--- src/bpt_map.svh ---
// Offsets, field positions, reset values and timing counts of the block
`ifndef BPT_MAP_SVH
`define BPT_MAP_SVH
`define BPT_AW           8
`define BPT_OFF_WREG     8'h00
`define BPT_OFF_TPTR     8'h04
`define BPT_OFF_FLAGS    8'h08
`define BPT_OFF_PTRS     8'h0C
`define BPT_OFF_STAT     8'h10
`define BPT_OFF_TARGET   8'h14
`define BPT_RESP_OK      2'h0
`define BPT_RESP_ERR     2'h2
`define BPT_IX_P0        4'h0
`define BPT_IX_P1        4'h2
`define BPT_IX_P2        4'h4
`define BPT_IX_P3        4'h6
`define BPT_IX_FLAGS     4'hA
`define BPT_IX_WREG      4'hC
`define BPT_CY_POS       3'h7
`define BPT_RS_HI        4
`define BPT_RS_LO        3
`define BPT_RAM_BIT_BASE 8'h20
`define BPT_RESET_BYTE   8'h00
`define BPT_RESET_WORD   16'h0000
`define BPT_STATES_PER_MC 6
`define BPT_OSC_PER_STATE 2
`define BPT_CLK_PER_MC   (`BPT_STATES_PER_MC * `BPT_OSC_PER_STATE)
`define BPT_CNT_W        5
`define BPT_LAST_ONE     5'(`BPT_CLK_PER_MC - 1)
`define BPT_LAST_EXT     5'(2 * `BPT_CLK_PER_MC - 1)
`endif

--- src/bpt_pkg.sv ---
// Types shared by the bit processor and table access block
`default_nettype none
package bpt_pkg;
	typedef enum logic [4:0] {
		BPT_OP_XRD_PTR, BPT_OP_XWR_PTR, BPT_OP_XRD_TP, BPT_OP_XWR_TP,
		BPT_OP_CRD_TP, BPT_OP_CRD_PC,
		BPT_OP_AND_BIT, BPT_OP_ANDN_BIT, BPT_OP_OR_BIT, BPT_OP_ORN_BIT,
		BPT_OP_LOAD_C, BPT_OP_STORE_C, BPT_OP_CLEAR_C, BPT_OP_CLEAR_BIT,
		BPT_OP_SET_C, BPT_OP_SET_BIT, BPT_OP_INV_C, BPT_OP_INV_BIT,
		BPT_OP_JMP_C, BPT_OP_JMP_NC, BPT_OP_JMP_B, BPT_OP_JMP_NB,
		BPT_OP_JMP_BCLR
	} bpt_op_e;
	typedef enum {BPT_ST_IDLE, BPT_ST_EXEC} bpt_state_e;
endpackage
`default_nettype wire

--- src/bpt_bit_decode.sv ---
// Direct bit address to byte index and bit position
`timescale 1ns/1ps
`default_nettype none
`include "bpt_map.svh"
module bpt_bit_decode (
	// Direct bit address
	input  wire logic [7:0] bit_addr,
	// Decoded location
	output logic            in_sfr,
	output logic [3:0]      byte_ix,
	output logic [2:0]      bit_pos,
	output logic [7:0]      ram_byte
);
	// Upper half selects SFR space, lower half the RAM page
	assign in_sfr   = bit_addr[7];
	// Low three bits are the position, LSB first
	assign bit_pos  = bit_addr[2:0];
	// SFR byte index counts multiples of eight from the base
	assign byte_ix  = bit_addr[6:3];
	// RAM byte that holds the bit, for visibility
	assign ram_byte = `BPT_RAM_BIT_BASE + {4'h0, byte_ix};
endmodule
`default_nettype wire

--- src/bpt_rel_target.sv ---
// Relative branch target from a signed offset byte
`timescale 1ns/1ps
`default_nettype none
module bpt_rel_target (
	// Address after the jump and offset
	input  wire logic [15:0] pc_next,
	input  wire logic [7:0]  rel,
	input  wire logic        taken,
	// Resulting program counter
	output logic [15:0]      target
);
	logic [15:0] rel_sext;
	// Sign extension keeps the reach at -128..+127
	assign rel_sext = {{8{rel[7]}}, rel};
	// Offset applies only on a taken jump
	assign target = taken ? 16'(pc_next + rel_sext) : pc_next;
endmodule
`default_nettype wire

--- src/bpt_core.sv ---
// Bit processor, external data moves and constant reads with register bus
`timescale 1ns/1ps
`default_nettype none
`include "bpt_map.svh"
// Behaviour
// - External data uses an 8-bit bank pointer or the 16-bit table pointer
// - External data always comes from or goes to the working register
// - Read and write forms exist for both pointer widths
// - Constant reads only read program memory into the working register
// - Table form reads at table pointer plus unsigned working register
// - Counter form adds working register to the already advanced counter
// - 256 bits: low half in RAM page, high half in SFR space
// - Each port line is set, cleared or read on its own
// - Bit operands come only from the direct address in the instruction
// - Carry is the bit accumulator, also reachable by its bit address
// - Carry AND, AND NOT, OR, OR NOT with bit; no exclusive OR
// - Move bit to carry and back; clear, set, invert carry or bit
// - Jumps on carry or bit being one or zero, else fall through
// - Jump on set bit also clears that bit in the same instruction
// - Every flags word bit is bit addressable and testable
// - Signed offset is added to the counter only when taken
// - Target lies -128..+127 from the byte after the jump
// - Twelve clocks per machine cycle; external moves take two, no fetch
module bpt_core (
	// Clock and reset
	input  wire logic                core_clk,
	input  wire logic                resetn,
	// Register bus write channels
	input  wire logic                s_axi_awvalid,
	output logic                     s_axi_awready,
	input  wire logic [`BPT_AW-1:0]  s_axi_awaddr,
	input  wire logic                s_axi_wvalid,
	output logic                     s_axi_wready,
	input  wire logic [31:0]         s_axi_wdata,
	input  wire logic [3:0]          s_axi_wstrb,
	output logic                     s_axi_bvalid,
	input  wire logic                s_axi_bready,
	output logic [1:0]               s_axi_bresp,
	// Register bus read channels
	input  wire logic                s_axi_arvalid,
	output logic                     s_axi_arready,
	input  wire logic [`BPT_AW-1:0]  s_axi_araddr,
	output logic                     s_axi_rvalid,
	input  wire logic                s_axi_rready,
	output logic [31:0]              s_axi_rdata,
	output logic [1:0]               s_axi_rresp,
	// Decoded instruction
	input  wire logic                ins_valid,
	output logic                     ins_ready,
	input  wire bpt_pkg::bpt_op_e    ins_op,
	input  wire logic [7:0]          ins_bit_addr,
	input  wire logic [7:0]          ins_rel,
	input  wire logic                ins_ptr_sel,
	input  wire logic [15:0]         ins_pc_next,
	// Completion toward fetch
	output logic                     res_done,
	output logic                     res_taken,
	output logic [15:0]              res_pc_target,
	output logic                     fetch_skip,
	// External data memory
	output logic                     xd_req,
	output logic                     xd_we,
	output logic [15:0]              xd_addr,
	output logic [7:0]               xd_wdata,
	input  wire logic [7:0]          xd_rdata,
	input  wire logic                xd_ack,
	// Program memory read port
	output logic                     cm_req,
	output logic [15:0]              cm_addr,
	input  wire logic [7:0]          cm_rdata,
	input  wire logic                cm_ack,
	// Port pins
	input  wire logic [31:0]         port_pin_in,
	output logic [31:0]              port_out
);
	import bpt_pkg::*;

	// Writes one bit into a byte
	function automatic logic [7:0] put_bit(input logic [7:0] b,
		input logic [2:0] pos, input logic v);
		logic [7:0] r;
		r = b;
		r[pos] = v;
		return r;
	endfunction

	// Table base plus unsigned 0..255 index
	function automatic logic [15:0] add_idx(input logic [15:0] base,
		input logic [7:0] idx);
		return 16'(base + {8'h00, idx});
	endfunction

	// Storage: RAM bit page, bit-addressable SFRs, bank pointers
	logic [7:0]  bit_ram_ff [16];
	logic [7:0]  sfr_ff [16];
	logic [7:0]  ptr_ff [8];
	logic [15:0] tptr_ff;
	logic [31:0] pin_s1_ff;
	logic [31:0] pin_s2_ff;

	// Execution state
	bpt_state_e           st_ff;
	bpt_op_e              op_ff;
	logic [7:0]           bit_addr_ff;
	logic [7:0]           rel_ff;
	logic [15:0]          pc_next_ff;
	logic [`BPT_CNT_W-1:0] cnt_ff;
	logic                 mem_done_ff;
	logic [7:0]           mem_data_ff;
	logic                 res_done_ff;
	logic                 res_taken_ff;
	logic [15:0]          res_target_ff;
	logic                 fetch_skip_ff;
	logic                 ins_ready_ff;
	logic                 xd_req_ff;
	logic                 xd_we_ff;
	logic [15:0]          xd_addr_ff;
	logic [7:0]           xd_wdata_ff;
	logic                 cm_req_ff;
	logic [15:0]          cm_addr_ff;

	// Bus state
	logic                 awready_ff;
	logic                 wready_ff;
	logic                 aw_got_ff;
	logic                 w_got_ff;
	logic [`BPT_AW-1:0]   awaddr_ff;
	logic [31:0]          wdata_ff;
	logic [3:0]           wstrb_ff;
	logic                 bvalid_ff;
	logic [1:0]           bresp_ff;
	logic                 arready_ff;
	logic                 rvalid_ff;
	logic [31:0]          rdata_ff;
	logic [1:0]           rresp_ff;

	// Decoder outputs
	logic        dec_in_sfr;
	logic [3:0]  dec_ix;
	logic [2:0]  dec_pos;
	logic [15:0] rel_target;

	bpt_bit_decode u_dec (
		.bit_addr (bit_addr_ff),
		.in_sfr   (dec_in_sfr),
		.byte_ix  (dec_ix),
		.bit_pos  (dec_pos),
		.ram_byte ()
	);

	// Bank pointer pick and the bit and carry views
	logic [1:0]  bank;
	logic [7:0]  wreg;
	logic        carry;
	logic        is_port;
	logic [7:0]  latch_byte;
	logic [7:0]  pin_byte;
	logic        bit_test;
	logic        bit_latch;
	assign bank  = sfr_ff[`BPT_IX_FLAGS][`BPT_RS_HI:`BPT_RS_LO];
	assign wreg  = sfr_ff[`BPT_IX_WREG];
	// Carry sits in the flags word, so its bit address reaches it too
	assign carry = sfr_ff[`BPT_IX_FLAGS][`BPT_CY_POS];
	assign is_port = dec_in_sfr & (dec_ix == `BPT_IX_P0 |
		dec_ix == `BPT_IX_P1 | dec_ix == `BPT_IX_P2 |
		dec_ix == `BPT_IX_P3);
	// Operand comes only from the direct address latched at issue
	assign latch_byte = dec_in_sfr ? sfr_ff[dec_ix]
		: bit_ram_ff[dec_ix];
	assign pin_byte = pin_s2_ff[{dec_ix[2:1], 3'h0} +: 8];
	// Tests of a port line see the pin; read-modify-write uses the latch
	assign bit_test  = is_port ? pin_byte[dec_pos]
		: latch_byte[dec_pos];
	assign bit_latch = latch_byte[dec_pos];

	// Carry result, bit write-back and branch decision
	logic c_we;
	logic c_val;
	logic b_we;
	logic b_val;
	logic taken;
	logic w_load;
	always_comb
	begin
		c_we = 1'b1;
		c_val = carry;
		b_we = 1'b0;
		b_val = 1'b0;
		taken = 1'b0;
		w_load = 1'b0;
		case (op_ff)
			BPT_OP_AND_BIT:   c_val = carry & bit_test;
			BPT_OP_ANDN_BIT:  c_val = carry & ~bit_test;
			BPT_OP_OR_BIT:    c_val = carry | bit_test;
			BPT_OP_ORN_BIT:   c_val = carry | ~bit_test;
			BPT_OP_LOAD_C:    c_val = bit_test;
			BPT_OP_CLEAR_C:   c_val = 1'b0;
			BPT_OP_SET_C:     c_val = 1'b1;
			BPT_OP_INV_C:     c_val = ~carry;
			BPT_OP_STORE_C:
			begin
				c_we = 1'b0;
				b_we = 1'b1;
				b_val = carry;
			end
			BPT_OP_CLEAR_BIT, BPT_OP_SET_BIT, BPT_OP_INV_BIT:
			begin
				c_we = 1'b0;
				b_we = 1'b1;
				b_val = (op_ff == BPT_OP_SET_BIT) |
					((op_ff == BPT_OP_INV_BIT) & ~bit_latch);
			end
			BPT_OP_JMP_C:
			begin
				c_we = 1'b0;
				taken = carry;
			end
			BPT_OP_JMP_NC:
			begin
				c_we = 1'b0;
				taken = ~carry;
			end
			BPT_OP_JMP_B:
			begin
				c_we = 1'b0;
				taken = bit_test;
			end
			BPT_OP_JMP_NB:
			begin
				c_we = 1'b0;
				taken = ~bit_test;
			end
			BPT_OP_JMP_BCLR:
			begin
				c_we = 1'b0;
				taken = bit_test;
				b_we = bit_test;
			end
			BPT_OP_XRD_PTR, BPT_OP_XRD_TP, BPT_OP_CRD_TP, BPT_OP_CRD_PC:
			begin
				c_we = 1'b0;
				w_load = 1'b1;
			end
			default: c_we = 1'b0;
		endcase
	end

	bpt_rel_target u_rel (
		.pc_next (pc_next_ff),
		.rel     (rel_ff),
		.taken   (taken),
		.target  (rel_target)
	);

	// Instruction acceptance, memory request and cycle length
	logic        take;
	logic        is_ext;
	logic        is_code;
	logic        is_ptr_form;
	logic [7:0]  ptr_val;
	logic [`BPT_CNT_W-1:0] last_cnt;
	logic        finish;
	assign take   = ins_valid & (st_ff == BPT_ST_IDLE);
	assign is_ext = ins_op == BPT_OP_XRD_PTR | ins_op == BPT_OP_XWR_PTR |
		ins_op == BPT_OP_XRD_TP | ins_op == BPT_OP_XWR_TP;
	assign is_code = ins_op == BPT_OP_CRD_TP | ins_op == BPT_OP_CRD_PC;
	assign is_ptr_form = ins_op == BPT_OP_XRD_PTR |
		ins_op == BPT_OP_XWR_PTR;
	assign ptr_val = ptr_ff[{bank, ins_ptr_sel}];
	// External moves last two machine cycles, others one
	assign last_cnt = (op_ff == BPT_OP_XRD_PTR | op_ff == BPT_OP_XWR_PTR |
		op_ff == BPT_OP_XRD_TP | op_ff == BPT_OP_XWR_TP)
		? `BPT_LAST_EXT : `BPT_LAST_ONE;
	assign finish = (st_ff == BPT_ST_EXEC) & (cnt_ff >= last_cnt) &
		mem_done_ff;

	// Sequencer and memory strobes
	always_ff @(posedge core_clk or negedge resetn)
	begin
		if (!resetn)
		begin
			st_ff <= BPT_ST_IDLE;
			op_ff <= BPT_OP_CLEAR_C;
			bit_addr_ff <= `BPT_RESET_BYTE;
			rel_ff <= `BPT_RESET_BYTE;
			pc_next_ff <= `BPT_RESET_WORD;
			cnt_ff <= '0;
			mem_done_ff <= 1'b0;
			mem_data_ff <= `BPT_RESET_BYTE;
			xd_req_ff <= 1'b0;
			xd_we_ff <= 1'b0;
			xd_addr_ff <= `BPT_RESET_WORD;
			xd_wdata_ff <= `BPT_RESET_BYTE;
			cm_req_ff <= 1'b0;
			cm_addr_ff <= `BPT_RESET_WORD;
			fetch_skip_ff <= 1'b0;
			res_done_ff <= 1'b0;
			res_taken_ff <= 1'b0;
			res_target_ff <= `BPT_RESET_WORD;
			ins_ready_ff <= 1'b1;
		end
		else
		begin
			res_done_ff <= finish;
			if (take)
			begin
				st_ff <= BPT_ST_EXEC;
				ins_ready_ff <= 1'b0;
				op_ff <= ins_op;
				bit_addr_ff <= ins_bit_addr;
				rel_ff <= ins_rel;
				pc_next_ff <= ins_pc_next;
				cnt_ff <= '0;
				mem_done_ff <= ~(is_ext | is_code);
				xd_req_ff <= is_ext;
				xd_we_ff <= ins_op == BPT_OP_XWR_PTR | ins_op == BPT_OP_XWR_TP;
				// Short form puts the pointer on the low byte only
				xd_addr_ff <= is_ptr_form ? {8'h00, ptr_val}
					: tptr_ff;
				xd_wdata_ff <= wreg;
				cm_req_ff <= is_code;
				cm_addr_ff <= add_idx((ins_op == BPT_OP_CRD_PC) ? ins_pc_next
					: tptr_ff, wreg);
			end
			else if (st_ff == BPT_ST_EXEC)
			begin
				cnt_ff <= (cnt_ff >= last_cnt) ? cnt_ff
					: cnt_ff + 1'b1;
				if (xd_req_ff & xd_ack)
				begin
					xd_req_ff <= 1'b0;
					mem_done_ff <= 1'b1;
					mem_data_ff <= xd_rdata;
				end
				if (cm_req_ff & cm_ack)
				begin
					cm_req_ff <= 1'b0;
					mem_done_ff <= 1'b1;
					mem_data_ff <= cm_rdata;
				end
				// Second machine cycle of an external move fetches nothing
				if (cnt_ff == `BPT_LAST_ONE & last_cnt == `BPT_LAST_EXT)
					fetch_skip_ff <= 1'b1;
				if (finish)
				begin
					st_ff <= BPT_ST_IDLE;
					ins_ready_ff <= 1'b1;
					fetch_skip_ff <= 1'b0;
					res_taken_ff <= taken;
					res_target_ff <= rel_target;
				end
			end
		end
	end

	// Port pin synchroniser
	always_ff @(posedge core_clk or negedge resetn)
	begin
		if (!resetn)
		begin
			pin_s1_ff <= '0;
			pin_s2_ff <= '0;
		end
		else
		begin
			pin_s1_ff <= port_pin_in;
			pin_s2_ff <= pin_s1_ff;
		end
	end

	// Bus write decode; a write waits until address and data are both in
	logic aw_hs;
	logic w_hs;
	logic wr_fire;
	logic ar_hs;
	logic nxt_aw_got;
	logic nxt_w_got;
	logic nxt_bvalid;
	logic nxt_rvalid;
	logic wa_wreg;
	logic wa_tptr;
	logic wa_flags;
	logic wa_ptrs;
	logic wa_ro;
	assign aw_hs = s_axi_awvalid & awready_ff;
	assign w_hs = s_axi_wvalid & wready_ff;
	assign wr_fire = aw_got_ff & w_got_ff & ~bvalid_ff;
	assign ar_hs = s_axi_arvalid & arready_ff;
	assign nxt_aw_got = ~wr_fire & (aw_got_ff | aw_hs);
	assign nxt_w_got = ~wr_fire & (w_got_ff | w_hs);
	assign nxt_bvalid = wr_fire | (bvalid_ff & ~s_axi_bready);
	assign nxt_rvalid = ar_hs | (rvalid_ff & ~s_axi_rready);
	assign wa_wreg = awaddr_ff == `BPT_OFF_WREG;
	assign wa_tptr = awaddr_ff == `BPT_OFF_TPTR;
	assign wa_flags = awaddr_ff == `BPT_OFF_FLAGS;
	assign wa_ptrs = awaddr_ff == `BPT_OFF_PTRS;
	assign wa_ro = awaddr_ff == `BPT_OFF_STAT |
		awaddr_ff == `BPT_OFF_TARGET;

	// Read mux: live state of the block, zero above narrow fields
	logic [31:0] rd_word;
	logic        rd_hit;
	assign rd_hit = s_axi_araddr == `BPT_OFF_WREG |
		s_axi_araddr == `BPT_OFF_TPTR | s_axi_araddr == `BPT_OFF_FLAGS |
		s_axi_araddr == `BPT_OFF_PTRS | s_axi_araddr == `BPT_OFF_STAT |
		s_axi_araddr == `BPT_OFF_TARGET;
	assign rd_word =
		(s_axi_araddr == `BPT_OFF_WREG)   ? {24'h00_0000, wreg} :
		(s_axi_araddr == `BPT_OFF_TPTR)   ? {16'h0000, tptr_ff} :
		(s_axi_araddr == `BPT_OFF_FLAGS)  ?
			{24'h00_0000, sfr_ff[`BPT_IX_FLAGS]} :
		(s_axi_araddr == `BPT_OFF_PTRS)   ?
			{16'h0000, ptr_ff[{bank, 1'b1}], ptr_ff[{bank, 1'b0}]} :
		(s_axi_araddr == `BPT_OFF_STAT)   ? {28'h000_0000,
			fetch_skip_ff, res_taken_ff, mem_done_ff,
			st_ff == BPT_ST_EXEC} :
		(s_axi_araddr == `BPT_OFF_TARGET) ? {16'h0000, res_target_ff} :
		32'h0000_0000;

	// Bus channel handshakes
	always_ff @(posedge core_clk or negedge resetn)
	begin
		if (!resetn)
		begin
			awready_ff <= 1'b0;
			wready_ff <= 1'b0;
			aw_got_ff <= 1'b0;
			w_got_ff <= 1'b0;
			awaddr_ff <= '0;
			wdata_ff <= 32'h0000_0000;
			wstrb_ff <= 4'h0;
			bvalid_ff <= 1'b0;
			bresp_ff <= `BPT_RESP_OK;
			arready_ff <= 1'b0;
			rvalid_ff <= 1'b0;
			rdata_ff <= 32'h0000_0000;
			rresp_ff <= `BPT_RESP_OK;
		end
		else
		begin
			aw_got_ff <= nxt_aw_got;
			w_got_ff <= nxt_w_got;
			awready_ff <= ~nxt_aw_got & ~nxt_bvalid;
			wready_ff <= ~nxt_w_got & ~nxt_bvalid;
			bvalid_ff <= nxt_bvalid;
			rvalid_ff <= nxt_rvalid;
			arready_ff <= ~nxt_rvalid;
			if (aw_hs)
				awaddr_ff <= s_axi_awaddr;
			if (w_hs)
			begin
				wdata_ff <= s_axi_wdata;
				wstrb_ff <= s_axi_wstrb;
			end
			if (wr_fire)
				bresp_ff <= (wa_wreg | wa_tptr | wa_flags | wa_ptrs | wa_ro)
					? `BPT_RESP_OK : `BPT_RESP_ERR;
			if (ar_hs)
			begin
				rdata_ff <= rd_word;
				rresp_ff <= rd_hit ? `BPT_RESP_OK : `BPT_RESP_ERR;
			end
		end
	end

	// Architectural storage; the finishing instruction wins over software
	always_ff @(posedge core_clk or negedge resetn)
	begin
		if (!resetn)
		begin
			for (int i = 0; i < 16; i++)
			begin
				bit_ram_ff[i] <= `BPT_RESET_BYTE;
				sfr_ff[i] <= `BPT_RESET_BYTE;
			end
			for (int j = 0; j < 8; j++)
				ptr_ff[j] <= `BPT_RESET_BYTE;
			tptr_ff <= `BPT_RESET_WORD;
		end
		else
		begin
			if (wr_fire & wa_wreg & wstrb_ff[0])
				sfr_ff[`BPT_IX_WREG] <= wdata_ff[7:0];
			if (wr_fire & wa_flags & wstrb_ff[0])
				sfr_ff[`BPT_IX_FLAGS] <= wdata_ff[7:0];
			if (wr_fire & wa_tptr & wstrb_ff[0])
				tptr_ff[7:0] <= wdata_ff[7:0];
			if (wr_fire & wa_tptr & wstrb_ff[1])
				tptr_ff[15:8] <= wdata_ff[15:8];
			if (wr_fire & wa_ptrs & wstrb_ff[0])
				ptr_ff[{bank, 1'b0}] <= wdata_ff[7:0];
			if (wr_fire & wa_ptrs & wstrb_ff[1])
				ptr_ff[{bank, 1'b1}] <= wdata_ff[15:8];
			if (finish & w_load)
				sfr_ff[`BPT_IX_WREG] <= mem_data_ff;
			if (finish & c_we)
				sfr_ff[`BPT_IX_FLAGS] <= put_bit(sfr_ff[`BPT_IX_FLAGS],
					`BPT_CY_POS, c_val);
			// Single-bit write leaves the neighbours of the line alone
			if (finish & b_we & dec_in_sfr)
				sfr_ff[dec_ix] <= put_bit(latch_byte, dec_pos, b_val);
			if (finish & b_we & ~dec_in_sfr)
				bit_ram_ff[dec_ix] <= put_bit(latch_byte, dec_pos,
					b_val);
		end
	end

	// Outputs straight from flops
	assign s_axi_awready = awready_ff;
	assign s_axi_wready  = wready_ff;
	assign s_axi_bvalid  = bvalid_ff;
	assign s_axi_bresp   = bresp_ff;
	assign s_axi_arready = arready_ff;
	assign s_axi_rvalid  = rvalid_ff;
	assign s_axi_rdata   = rdata_ff;
	assign s_axi_rresp   = rresp_ff;
	assign res_done      = res_done_ff;
	assign res_taken     = res_taken_ff;
	assign res_pc_target = res_target_ff;
	assign fetch_skip    = fetch_skip_ff;
	assign xd_req        = xd_req_ff;
	assign xd_we         = xd_we_ff;
	assign xd_addr       = xd_addr_ff;
	assign xd_wdata      = xd_wdata_ff;
	assign cm_req        = cm_req_ff;
	assign cm_addr       = cm_addr_ff;
	assign ins_ready     = ins_ready_ff;
	assign port_out = {sfr_ff[`BPT_IX_P3], sfr_ff[`BPT_IX_P2],
		sfr_ff[`BPT_IX_P1], sfr_ff[`BPT_IX_P0]};
endmodule
`default_nettype wire

--- config.mk ---
export PLATFORM = sky130hd
export DESIGN_NAME = bpt_core
export DESIGN_NICKNAME = d
export VERILOG_FILES = /design/src/bpt_pkg.sv /design/src/bpt_bit_decode.sv /design/src/bpt_rel_target.sv /design/src/bpt_core.sv
export VERILOG_INCLUDE_DIRS = /design/src
export SDC_FILE = /design/constraint.sdc
export NUM_CORES = 1
export LEC_CHECK = 0
export ABC_CLOCK_PERIOD_IN_PS = 4350
export BUFFER_PORTS_ARGS = -buffer_cell sky130_fd_sc_hd__buf_2
export CORE_MARGIN = 2
export CORE_UTILIZATION = 35
export CTS_CLUSTER_DIAMETER = 200
export CTS_CLUSTER_SIZE = 12
export DETAILED_ROUTE_END_ITERATION = 12
export PLACE_DENSITY = 0.57
export SLEW_MARGIN = 15
export SYNTH_ARGS = -nofsm -noshare
export SYNTH_HDL_FRONTEND = slang
export SYNTH_SLANG_ARGS = --single-unit
--- constraint.sdc ---
create_clock -name core_clk -period 4.35 [get_ports core_clk]
set_input_delay 0.2175 -clock core_clk [delete_from_list [all_inputs] [get_ports core_clk]]
set_output_delay 0.2175 -clock core_clk [all_outputs]
set_load 0.02 [all_outputs]
## Yosys cells after proc, flatten, opt, wreduce, memory -nomap -nowiden

Cells that the tools add are included.

| operators by class | value |
|---|---|
| $lt $le $gt $ge | 10 |
| multiplexer cells | 82 |
| reduce and logical (&&, ||, !) cells | 30 |
| add/sub/neg operators | 3 |
| bitwise gates (word level) | 83 |
| shifts and indexed selects | 1 |
| equality and inequality tests | 44 |

Operator list:

| cell | count |
|---|---|
| bitwise mux 128 bit | 2 |
| 2-to-1 mux 8 bit | 20 |
| 2-to-1 mux 16 bit | 9 |
| bitwise mux 64 bit | 2 |
| 2-to-1 mux 64 bit | 2 |
| 2-to-1 mux 32 bit | 3 |
| binary-select mux 8 bit (select 3 bit) | 3 |
| binary-select mux 8 bit (select 4 bit) | 2 |
| demux 8 bit (select 3 bit) | 2 |
| 2-to-1 mux 48 bit | 1 |
| == test 5 x 4 -> 1 bit, second input constant | 9 |
| == test 5 bit, second input constant | 8 |
| bitwise AND 1 bit | 36 |
| demux 8 bit (select 4 bit) | 1 |
| == test 32 x 2 -> 1 bit, second input constant | 1 |
| == test 8 x 4 -> 1 bit, second input constant | 4 |
| == test 8 x 5 -> 1 bit, second input constant | 4 |
| zero test 32 bit | 1 |
| variable part select 32 x 6 -> 8 bit | 1 |
| == test 5 x 3 -> 1 bit, second input constant | 6 |
| OR 1 bit | 29 |
| 2-to-1 mux 1 bit | 21 |
| == test 5 x 2 -> 1 bit, second input constant | 4 |
| 2-to-1 mux 5 bit | 4 |
| 37 further kinds | 78 |

| storage, ports and cells | value |
|---|---|
| input bits | 148 |
| bits in registers | 615 |
| output and inout bits | 136 |
| logic and storage cells | 329 |

## Longest topological paths before layout

Gate-level depths: netlist (run 1).

| logic depth | value |
|---|---|
| word-level depth | 14 |
| gate-level depth with buffers | 17 |
| depth with buffers taken out | 15 |

## Hierarchy

A second synthesis (run 1) with hierarchy kept.

| unflattened totals | value |
|---|---|
| cells, all modules | 2167 |
| area, all modules | 27395.0 um2 |

Modules (own cells, without submodules):

| module | seq. area each (um2) | cells an instance | area an instance (um2) | instances |
|---|---|---|---|---|
| bpt_core | 14167.3 | 2016 | 26281.5 | 1 |
| bpt_rel_target | 0.0 | 133 | 985.9 | 1 |
| bpt_bit_decode | 0.0 | 18 | 127.6 | 1 |

## Least setup slack after synthesis (run 1)

Ideal clock, no wire load.

| timing path | value |
|---|---|
| path kind | input port to flip-flop |
| from | input port ins_op[1] |
| to | register cm_addr_ff[14], in the netlist cm_addr[14] |
| setup time | 0.083 ns |
| stages | 17 |
| required time | 4.267 ns |
| path buffers | 2 |
| path slack | 0.465 ns |
| arrival time | 3.803 ns |
| cell sequence | nor4b_1 -> nand2_1 -> clkbuf_1 -> clkbuf_1 -> mux2_2 -> ha_1 -> fa_1 -> a21o_1 -> a21o_1 -> a21o_1 -> a21oi_1 -> o21bai_1 -> a21o_1 -> nand3_1 -> nor2_1 -> xor2_1 -> o21ai_0 |

| between the ends | value |
|---|---|
| cells in the longest elaborated chain, start to end | 3 |

RTL lines:

| what | RTL line | RTL |
|---|---|---|
| start: declaration | bpt_core.sv:50 | `input wire bpt_pkg::bpt_op_e ins_op,` |
| == test 5 x 3 -> 1 bit | bpt_core.sv:322 | `cm_addr_ff <= add_idx((ins_op == BPT_OP_CRD_PC) ? ins_pc_next` |
| 2-to-1 mux 16 bit | bpt_core.sv:322 |  |
| adder 16 x 8 -> 16 bit | bpt_core.sv:90 | `return 16'(base + {8'h00, idx});` |
| end signal: assignment | bpt_core.sv:295 | `` cm_addr_ff <= `BPT_RESET_WORD; `` |
| end signal: assignment | bpt_core.sv:322 |  |
| end: declaration | bpt_core.sv:120 | `logic [15:0] cm_addr_ff;` |

No other way between the ends.
A chain may end at the register's enable or synchronous reset.

## Worst setup path in the final report (run 1)

| timing path | value |
|---|---|
| from | register bit_addr_ff[3] |
| to | register res_target_ff[15], in the netlist res_pc_target[15] |

| between the ends | value |
|---|---|
| cells in the longest elaborated chain, start to end | 11 |
| elaborated cells between the ends (all ways) | 22 |
| those cells by class | 3 x eq/ne; 12 x mux; 6 x bitwise; 1 x reduce/logical |

RTL lines:

| what | RTL line | RTL |
|---|---|---|
| start: declaration | bpt_core.sv:104 | `logic [7:0] bit_addr_ff;` |
| start signal: assignment | bpt_core.sv:284 | `` bit_addr_ff <= `BPT_RESET_BYTE; `` |
| start signal: assignment | bpt_core.sv:310 | `bit_addr_ff <= ins_bit_addr;` |
| inverter 4 -> 5 bit (not written as such) | bpt_core.sv:168, bpt_core.sv:169 |  |
| binary-select mux 8 bit (select 4 bit), on equally long branches | bpt_core.sv:169, bpt_core.sv:168 |  |
| 2-to-1 mux 8 bit, on equally long branches (2 in series) | bpt_core.sv:169, bpt_core.sv:168 |  |
| 2-to-1 mux 8 bit | bpt_core.sv:168 | `assign latch_byte = dec_in_sfr ? sfr_ff[dec_ix]` |
| binary-select mux 1 bit (select 3 bit) | bpt_core.sv:173 | `: latch_byte[dec_pos];` |
| 2-to-1 mux 1 bit (not written as such) | bpt_core.sv:173 |  |
| 2-to-1 mux 1 bit (*) | bpt_core.sv:172 | `assign bit_test = is_port ? pin_byte[dec_pos]` |
| inverter 1 bit | bpt_core.sv:231 | `taken = ~bit_test;` |
| case mux 1 bit (4 select lines) (*) | bpt_core.sv:191 | `case (op_ff)` |
| 2-to-1 mux 16 bit (*) | bpt_rel_target.sv:16 | `assign target = taken ? 16'(pc_next + rel_sext) : pc_next;` |
| end signal: assignment | bpt_core.sv:299 | `` res_target_ff <= `BPT_RESET_WORD; `` |
| end signal: assignment | bpt_core.sv:350 | `res_target_ff <= rel_target;` |
| end: declaration | bpt_core.sv:112 | `logic [15:0] res_target_ff;` |

Mark *: on every way between the ends. The rest lies on a longest branch, timed or not. The select of a mux whose other input is x is not followed.

==> results of run 1 <==
per-stage QoR:
step	util [%]	power, mW	cell area (sq um)	cells
2_1_floorplan	-	10.50	26600	2160
3_3_place_gp	39.30	12.90	29360	3306
3_5_place_dp	39.30	13.06	29360	3306
4_1_cts	42.80	17.47	31970	3502
5_1_grt	42.80	18.31	31970	3502
6_report	42.80	17.32	31970	3502
metal layers:
layer  GRT usage, %  routed length (um)  vias to the layer above
met5              0                   0                        -
met4          4.260                1491                        0
met3          3.053                3813                       95
met2          33.07               37500                      518
met1          25.88               33060                     9504
li1               -                   -                     8290
worst min-delay path, cell delays in order:
cell,delay [ns]
buf_2,0.07
mux2i_1,0.09
o21ai_0,0.19
power groups by stage:
stage | Clock, mW | Combinational [mW] | Sequential [mW]
after floorplan | 0 | 3.60 | 6.90
after global placement | 0 | 5.74 | 7.16
after detailed placement | 0 | 5.86 | 7.20
after CTS | 4.40 | 5.96 | 7.11
after global routing | 4.60 | 6.49 | 7.22
final | 4.28 | 5.94 | 7.10
cell usage after synthesis, types with 21 or more instances:
master    number
mux2_2       396
buf_4         54
ha_1          25
o21ai_0       97
nand3_1       28
dfrtp_1      563
clkbuf_1      94
nor3_1        21
a22oi_1       27
inv_1         28
mux2i_1       59
nor2_1        67
nand2_1      295
a21oi_1       36
buf_2         25
mux4_2        72
sequential cells by signal, summed over array words and instances, names as in the netlist, 16 cells and up:
register / flops
cm_addr: 16
s_axi_rdata: 16
res_pc_target: 16
pin_s2_ff: 32
bit_ram_ff: 128
pc_next_ff: 16
sfr_ff: 85
tptr_ff: 16
pin_s1_ff: 32
ptr_ff: 64
xd_addr: 16
wdata_ff: 16
port_out: 32
worst max-delay path by stage:
| stage | endpoint | slack [ns] | from |
|---|---|---|---|
| global route | res_pc_target[15] | 0.009 | bit_addr_ff[3] |
| global placement | res_pc_target[15] | 0.28 | bit_addr_ff[3] |
| finish | res_pc_target[15] | 0.23 | bit_addr_ff[3] |
| floorplan | cm_addr[14] | 0.46 | ins_op[1] |
| detailed placement | res_pc_target[15] | 0.19 | bit_addr_ff[3] |
| CTS | res_pc_target[15] | 0.21 | bit_addr_ff[3] |
area by class of cell:
type	count	area, sq um	share of cell area, %
tap	969	1212	3.793
clock buffer	78	1420	4.442
clock inverter	4	48.80	0.1526
sequential	566	14170	44.34
multi-input combinational	1384	11460	35.86
inverter	28	105.1	0.3288
timing repair buffer	473	3541	11.08
cell families (layout without fill, tap and decap cells):
logic type	after synthesis	count (layout)	share of synthesized area, %
DFF	566	566	53.39
and+or+nand+nor	514	514	8.808
buffers and inverters	210	583	3.881
muxes	527	527	25.14
xor gates and xnor gates	32	32	1.056
adders and majority gates	28	28	1.367
other	1	18	0.01413
AOI/OAI and AO/OA	265	265	6.338
what timing repair did:
action / 4_1_cts / 5_1_grt
buffers inserted: 0 / 0
hold endpoints to repair: 210 / 0
hold buffers: 114 / 0
==> metrics.txt, run 1 <==
max_slew headroom=20.79%; Worst Hold Endpoint=mem_data_ff[1]; fill cell count=6938; count of flip-flops with a built-in enable after synthesis=0; Vert. Die Dim=279.3 um; CP Max Fanout=22; number of standard cells after synthesis=2143; Crit path buffers/inverters=2; number of failing hold endpoints at the final stage=0; worst hold path depth=3; count of nets after finishing=2681; skew final=0.03503 ns; cell with the largest stage delay on the worst path=dfrtp_4; kind of critical path=flip-flop to flip-flop; minimum clock period after layout=4.120 ns; number of detailed-routing iterations run before antenna repair=7; reg-to-reg endpoint=res_pc_target[15]; die width=279.3 um; Worst VDD drop=453.3 uV; leading cell type in the layout, fill and taps excluded=dfrtp_1; Boundary Pins=284; final sum of negative setup slack=0 ns; worst-margin pin slew=1.178 ns; row cnt=100; sort of element at the end of the critical path=flip-flop; portion of total power attributed to the clock network=24.7%; Synth async-reset ratio=100.0%; Antenna Cells=0; core box area=74700 sq um; top achievable clock speed=0.2427 GHz; internal power contribution=10.75 mW; Area Growth Syn to Fin=20.47%; clock tree from TritonCTS=done; switching portion of total power=37.96%; # resized after CTS=0; list of cells traversed by the critical path=and3b_1 -> buf_4 -> a221oi_1 -> nand3_1 -> nand2_1 -> o22ai_1 -> nor4_2 -> buf_4 -> mux2_2 -> a31o_2 -> o21a_1 -> o31a_1; Worst Min Path Start=cm_rdata[1]; Detailed Route Iter0 Violations=1138; via count of the first global-routing pass=19000; CTS Root Cell=clkbuf_16; reg-to-reg critical path startpoint=bit_addr_ff[3]; remaining global-route overflow=0; Synth top area share=53.10%; critical path arrival=4.62 ns; cell taking the most area after synthesis=dfrtp_1; power density relative to cell area=541.8 nW/um^2; Post-Synthesis Cell Area=26530 sq um; layout cells sized above 1=36.60%; combinational share of power=34.3%; cells taking the most area after synthesis=dfrtp_1, mux2_2, mux4_2; RSZ-0062 raised after global routing=false; CTS H-tree depth=2; final setup violating endpoints=0; number of antenna violations at the first check in global routing=0; Worst Setup Start Kind=flip-flop; WP data required=4.85 ns; primary flip-flop cell chosen by synthesis mapping=dfrtp_1; final RePlAce weighted congestion=0.8752; DRC errors left=0; static leakage power=15.43 nW; Seq/Total Area, Yosys=53.39%; number of unique standard cell types used by synthesis=64; reg2reg path depth=12; class of the most critical hold timing path=primary input to flip-flop; initial core utilization=35.52%; Worst Setup Slack post-DPL=0.1947 ns; post-route worst setup slack=0.2301 ns; Inserted Clock Buffers=53; maximum buffer depth of the clock tree=3; global routing usage summed across all routing layers=19.33%; detail-routed net length per standard cell=21.66 um; Yosys reg bits=566; Die Area=78030 sq um; Reg power frac=41.0%; Crit path depth=12; maximum number of pins on one net before global-route repair=107; number of sinks on the clock net=566; cell mode on critical path=buf_4; detailed-route vias per instance=5.256; pins over their slew limit=0; clock latency on the worst-skew pair=0.62 ns; worst hold slack across all endpoints=0.009678 ns; commonest cells after routing, fill and taps aside=dfrtp_1, mux2_2, nand2_1, buf_2, dlygate4sd3_1; I/O Buffers=247; switching component of the power=6.575 mW; wire length of the first global-routing pass=116.2 mm; FF-to-FF setup slack=0.23 ns; Max-Cap Viols=0; HPWL after detailed placement=52.69 mm; run status=finished clean; cell family with most CP delay=compound AO/OA/AOI/OAI gates; total number of vias=18410; share of the clock period used by the worst path after layout=94.71%; Antenna Violating Nets Remaining=0; Syn. warnings=0; final wirelength=75.86 mm; post-CTS clock slew at the launch and capture registers of the worst setup and hold paths=0.06 ns; Post-Syn Area per Cell=12.38 sq um; delay contributed by the slowest stage of the critical path=0.73 ns
No activity file was read; power rests on OpenSTA's default activity.
==> run 2, diff against run 1 <==
- PLACE_DENSITY: 0.57 -> 0.61
- SETUP_SLACK_MARGIN: not set -> 0.5
==> metrics.txt, run 2 (same netlist as run 1, synthesis figures left out) <==
Detailed Route Iter0 Violations=1461; cell area after layout=32490 sq um; number of failing hold endpoints at the final stage=0; Layout Cells excl Fill=3518; final setup violating endpoints=0; number of placed instances with taps included=3309; Antenna Violating Nets Remaining=0; Max-Cap Viols=0; run status=finished clean; switching component of the power=6.684 mW; detail-routed net length per standard cell=21.47 um; total number of vias=18600; top achievable clock speed=0.2703 GHz; pins over their slew limit=0; worst-margin pin slew=1.162 ns; RSZ-0062 raised after global routing=false; count of nets after finishing=2699; clock latency on the worst-skew pair=0.63 ns; maximum number of pins on one net before global-route repair=118; Inserted Clock Buffers=53; HPWL after detailed placement=53.37 mm; I/O Buffers=247; share of the clock period used by the worst path after layout=85.04%; Area Growth Syn to Fin=22.45%; skew final=0.04924 ns; number of antenna violations at the first check in global routing=1; remaining global-route overflow=0; Reg power frac=39.9%; final wirelength=75.53 mm; detailed-route vias per instance=5.286; die width=279.3 um; static leakage power=15.68 nW; final RePlAce weighted congestion=0.8972; area post-placement=29430 sq um; number of detailed-routing iterations run before antenna repair=6; layout cells sized above 1=38.41%; combinational share of power=35.9%; Die Area=78030 sq um; CTS H-tree depth=2; Reg area=14180 sq um; row cnt=100; largest registers ranked by flip-flop count=bit_ram_ff x128, sfr_ff x85, ptr_ff x64; CTS Root Cell=clkbuf_16; Multi-input gate area=11690 sq um; Boundary Pins=284; Worst Setup Start Kind=flip-flop; number of sinks on the clock net=566; flip-flop count of the largest register after layout=128; clock tree from TritonCTS=done; largest reg by FF count=bit_ram_ff; fill cell count=6812; DRC errors left=0; Antenna Cells=0; core box area=74700 sq um; worst hold slack across all endpoints=0.04852 ns; leading cell type in the layout, fill and taps excluded=dfrtp_1; kind of critical path=flip-flop to flip-flop; commonest cells after routing, fill and taps aside=dfrtp_1, mux2_2, nand2_1, buf_2, dlygate4sd3_1; portion of total power attributed to the clock network=24.2%; power density relative to cell area=544.9 nW/um^2; max_slew headroom=21.91%; WP data required=4.89 ns; sort of element at the end of the critical path=flip-flop; Final Util=43.50%; CP Max Fanout=9; Worst VDD drop=339.5 uV; internal power contribution=11.02 mW; switching portion of total power=37.75%; via count of the first global-routing pass=18960; maximum buffer depth of the clock tree=3; final sum of negative setup slack=0 ns; class of the most critical hold timing path=primary input to flip-flop; initial core utilization=35.52%; minimum clock period after layout=3.699 ns; post-CTS clock slew at the launch and capture registers of the worst setup and hold paths=0.07 ns; global routing usage summed across all routing layers=18.91%; Vert. Die Dim=279.3 um; critical path arrival=4.24 ns; wire length of the first global-routing pass=114.2 mm
-- run 2: routing by layer --
metal / routed length (um) / GRT usage [%]
met1: 32230 / 25.19
met2: 37700 / 32.52
met4: 1519 / 4.908
met3: 4079 / 2.485
met5: 0 / 0
-- run 2: path summary, 6_finish.rpt --
| path | from | to | slack, ns | cells past startpoint |
|---|---|---|---|---|
| worst max-delay path | bit_addr_ff[3] | sfr_ff[83] | 0.65 | 16 |
| worst min-delay path | cm_rdata[5] | mem_data_ff[5] | 0.05 | 3 |
| worst max register to register | bit_addr_ff[3] | sfr_ff[83] | 0.65 | 16 |
| worst min register to register | pin_s1_ff[4] | pin_s2_ff[4] | 0.34 | 0 |
| max in group asynchronous | resetn | ptr_ff[51] | 2.73 | 3 |
| min in group asynchronous | resetn | ptr_ff[37] | 0.31 | 2 |
-- run 2: layout make-up --
class / count / share of cell area (%)
Sequential cell: 566 / 43.64
Multi-Input combinational cell: 1384 / 35.97
Timing Repair Buffer: 491 / 11.76
Clock buffer: 78 / 4.502
Tap cell: 969 / 3.731
Inverter: 28 / 0.3350
Clock inverter: 2 / 0.06161
-- run 2: repair_timing --
item,4_1_cts,5_1_grt
gates resized for setup,4,60
endpoints found under the hold margin,220,0
pin swaps,0,8
buffers inserted,5,7
gates cloned,0,4
setup endpoints to repair,261,278
hold buffers,113,0
-- run 2: worst max-delay path, stage by stage (launching register included) --
cell	delay, ns
dfrtp_4	0.53
buf_6	0.16
buf_4	0.14
and3_1	0.13
buf_4	0.17
a221oi_2	0.33
nand3_1	0.24
nand2_2	0.14
o22ai_2	0.11
nor4_4	0.36
buf_12	0.16
a22oi_1	0.07
nand2b_1	0.19
buf_12	0.18
mux2i_4	0.25
buf_4	0.27
mux2_2	0.18
-- run 2: through the flow --
step           power (mW)  setup slack, ns
2_1_floorplan       10.50           0.5037
3_3_place_gp        12.85           0.3431
3_5_place_dp        13.02           0.3362
4_1_cts             17.49           0.5025
5_1_grt             18.64           0.4931
6_report            17.71           0.6508
-- run 2: power groups by stage --
stage          Sequential [mW]  Combinational, mW  Clock, mW
6_report                  7.06               6.36       4.29
3_5_place_dp              7.16               5.86          0
3_3_place_gp              7.12               5.73          0
4_1_cts                   7.06               6.04       4.39
2_1_floorplan             6.90               3.60          0
5_1_grt                   7.16               6.88       4.60
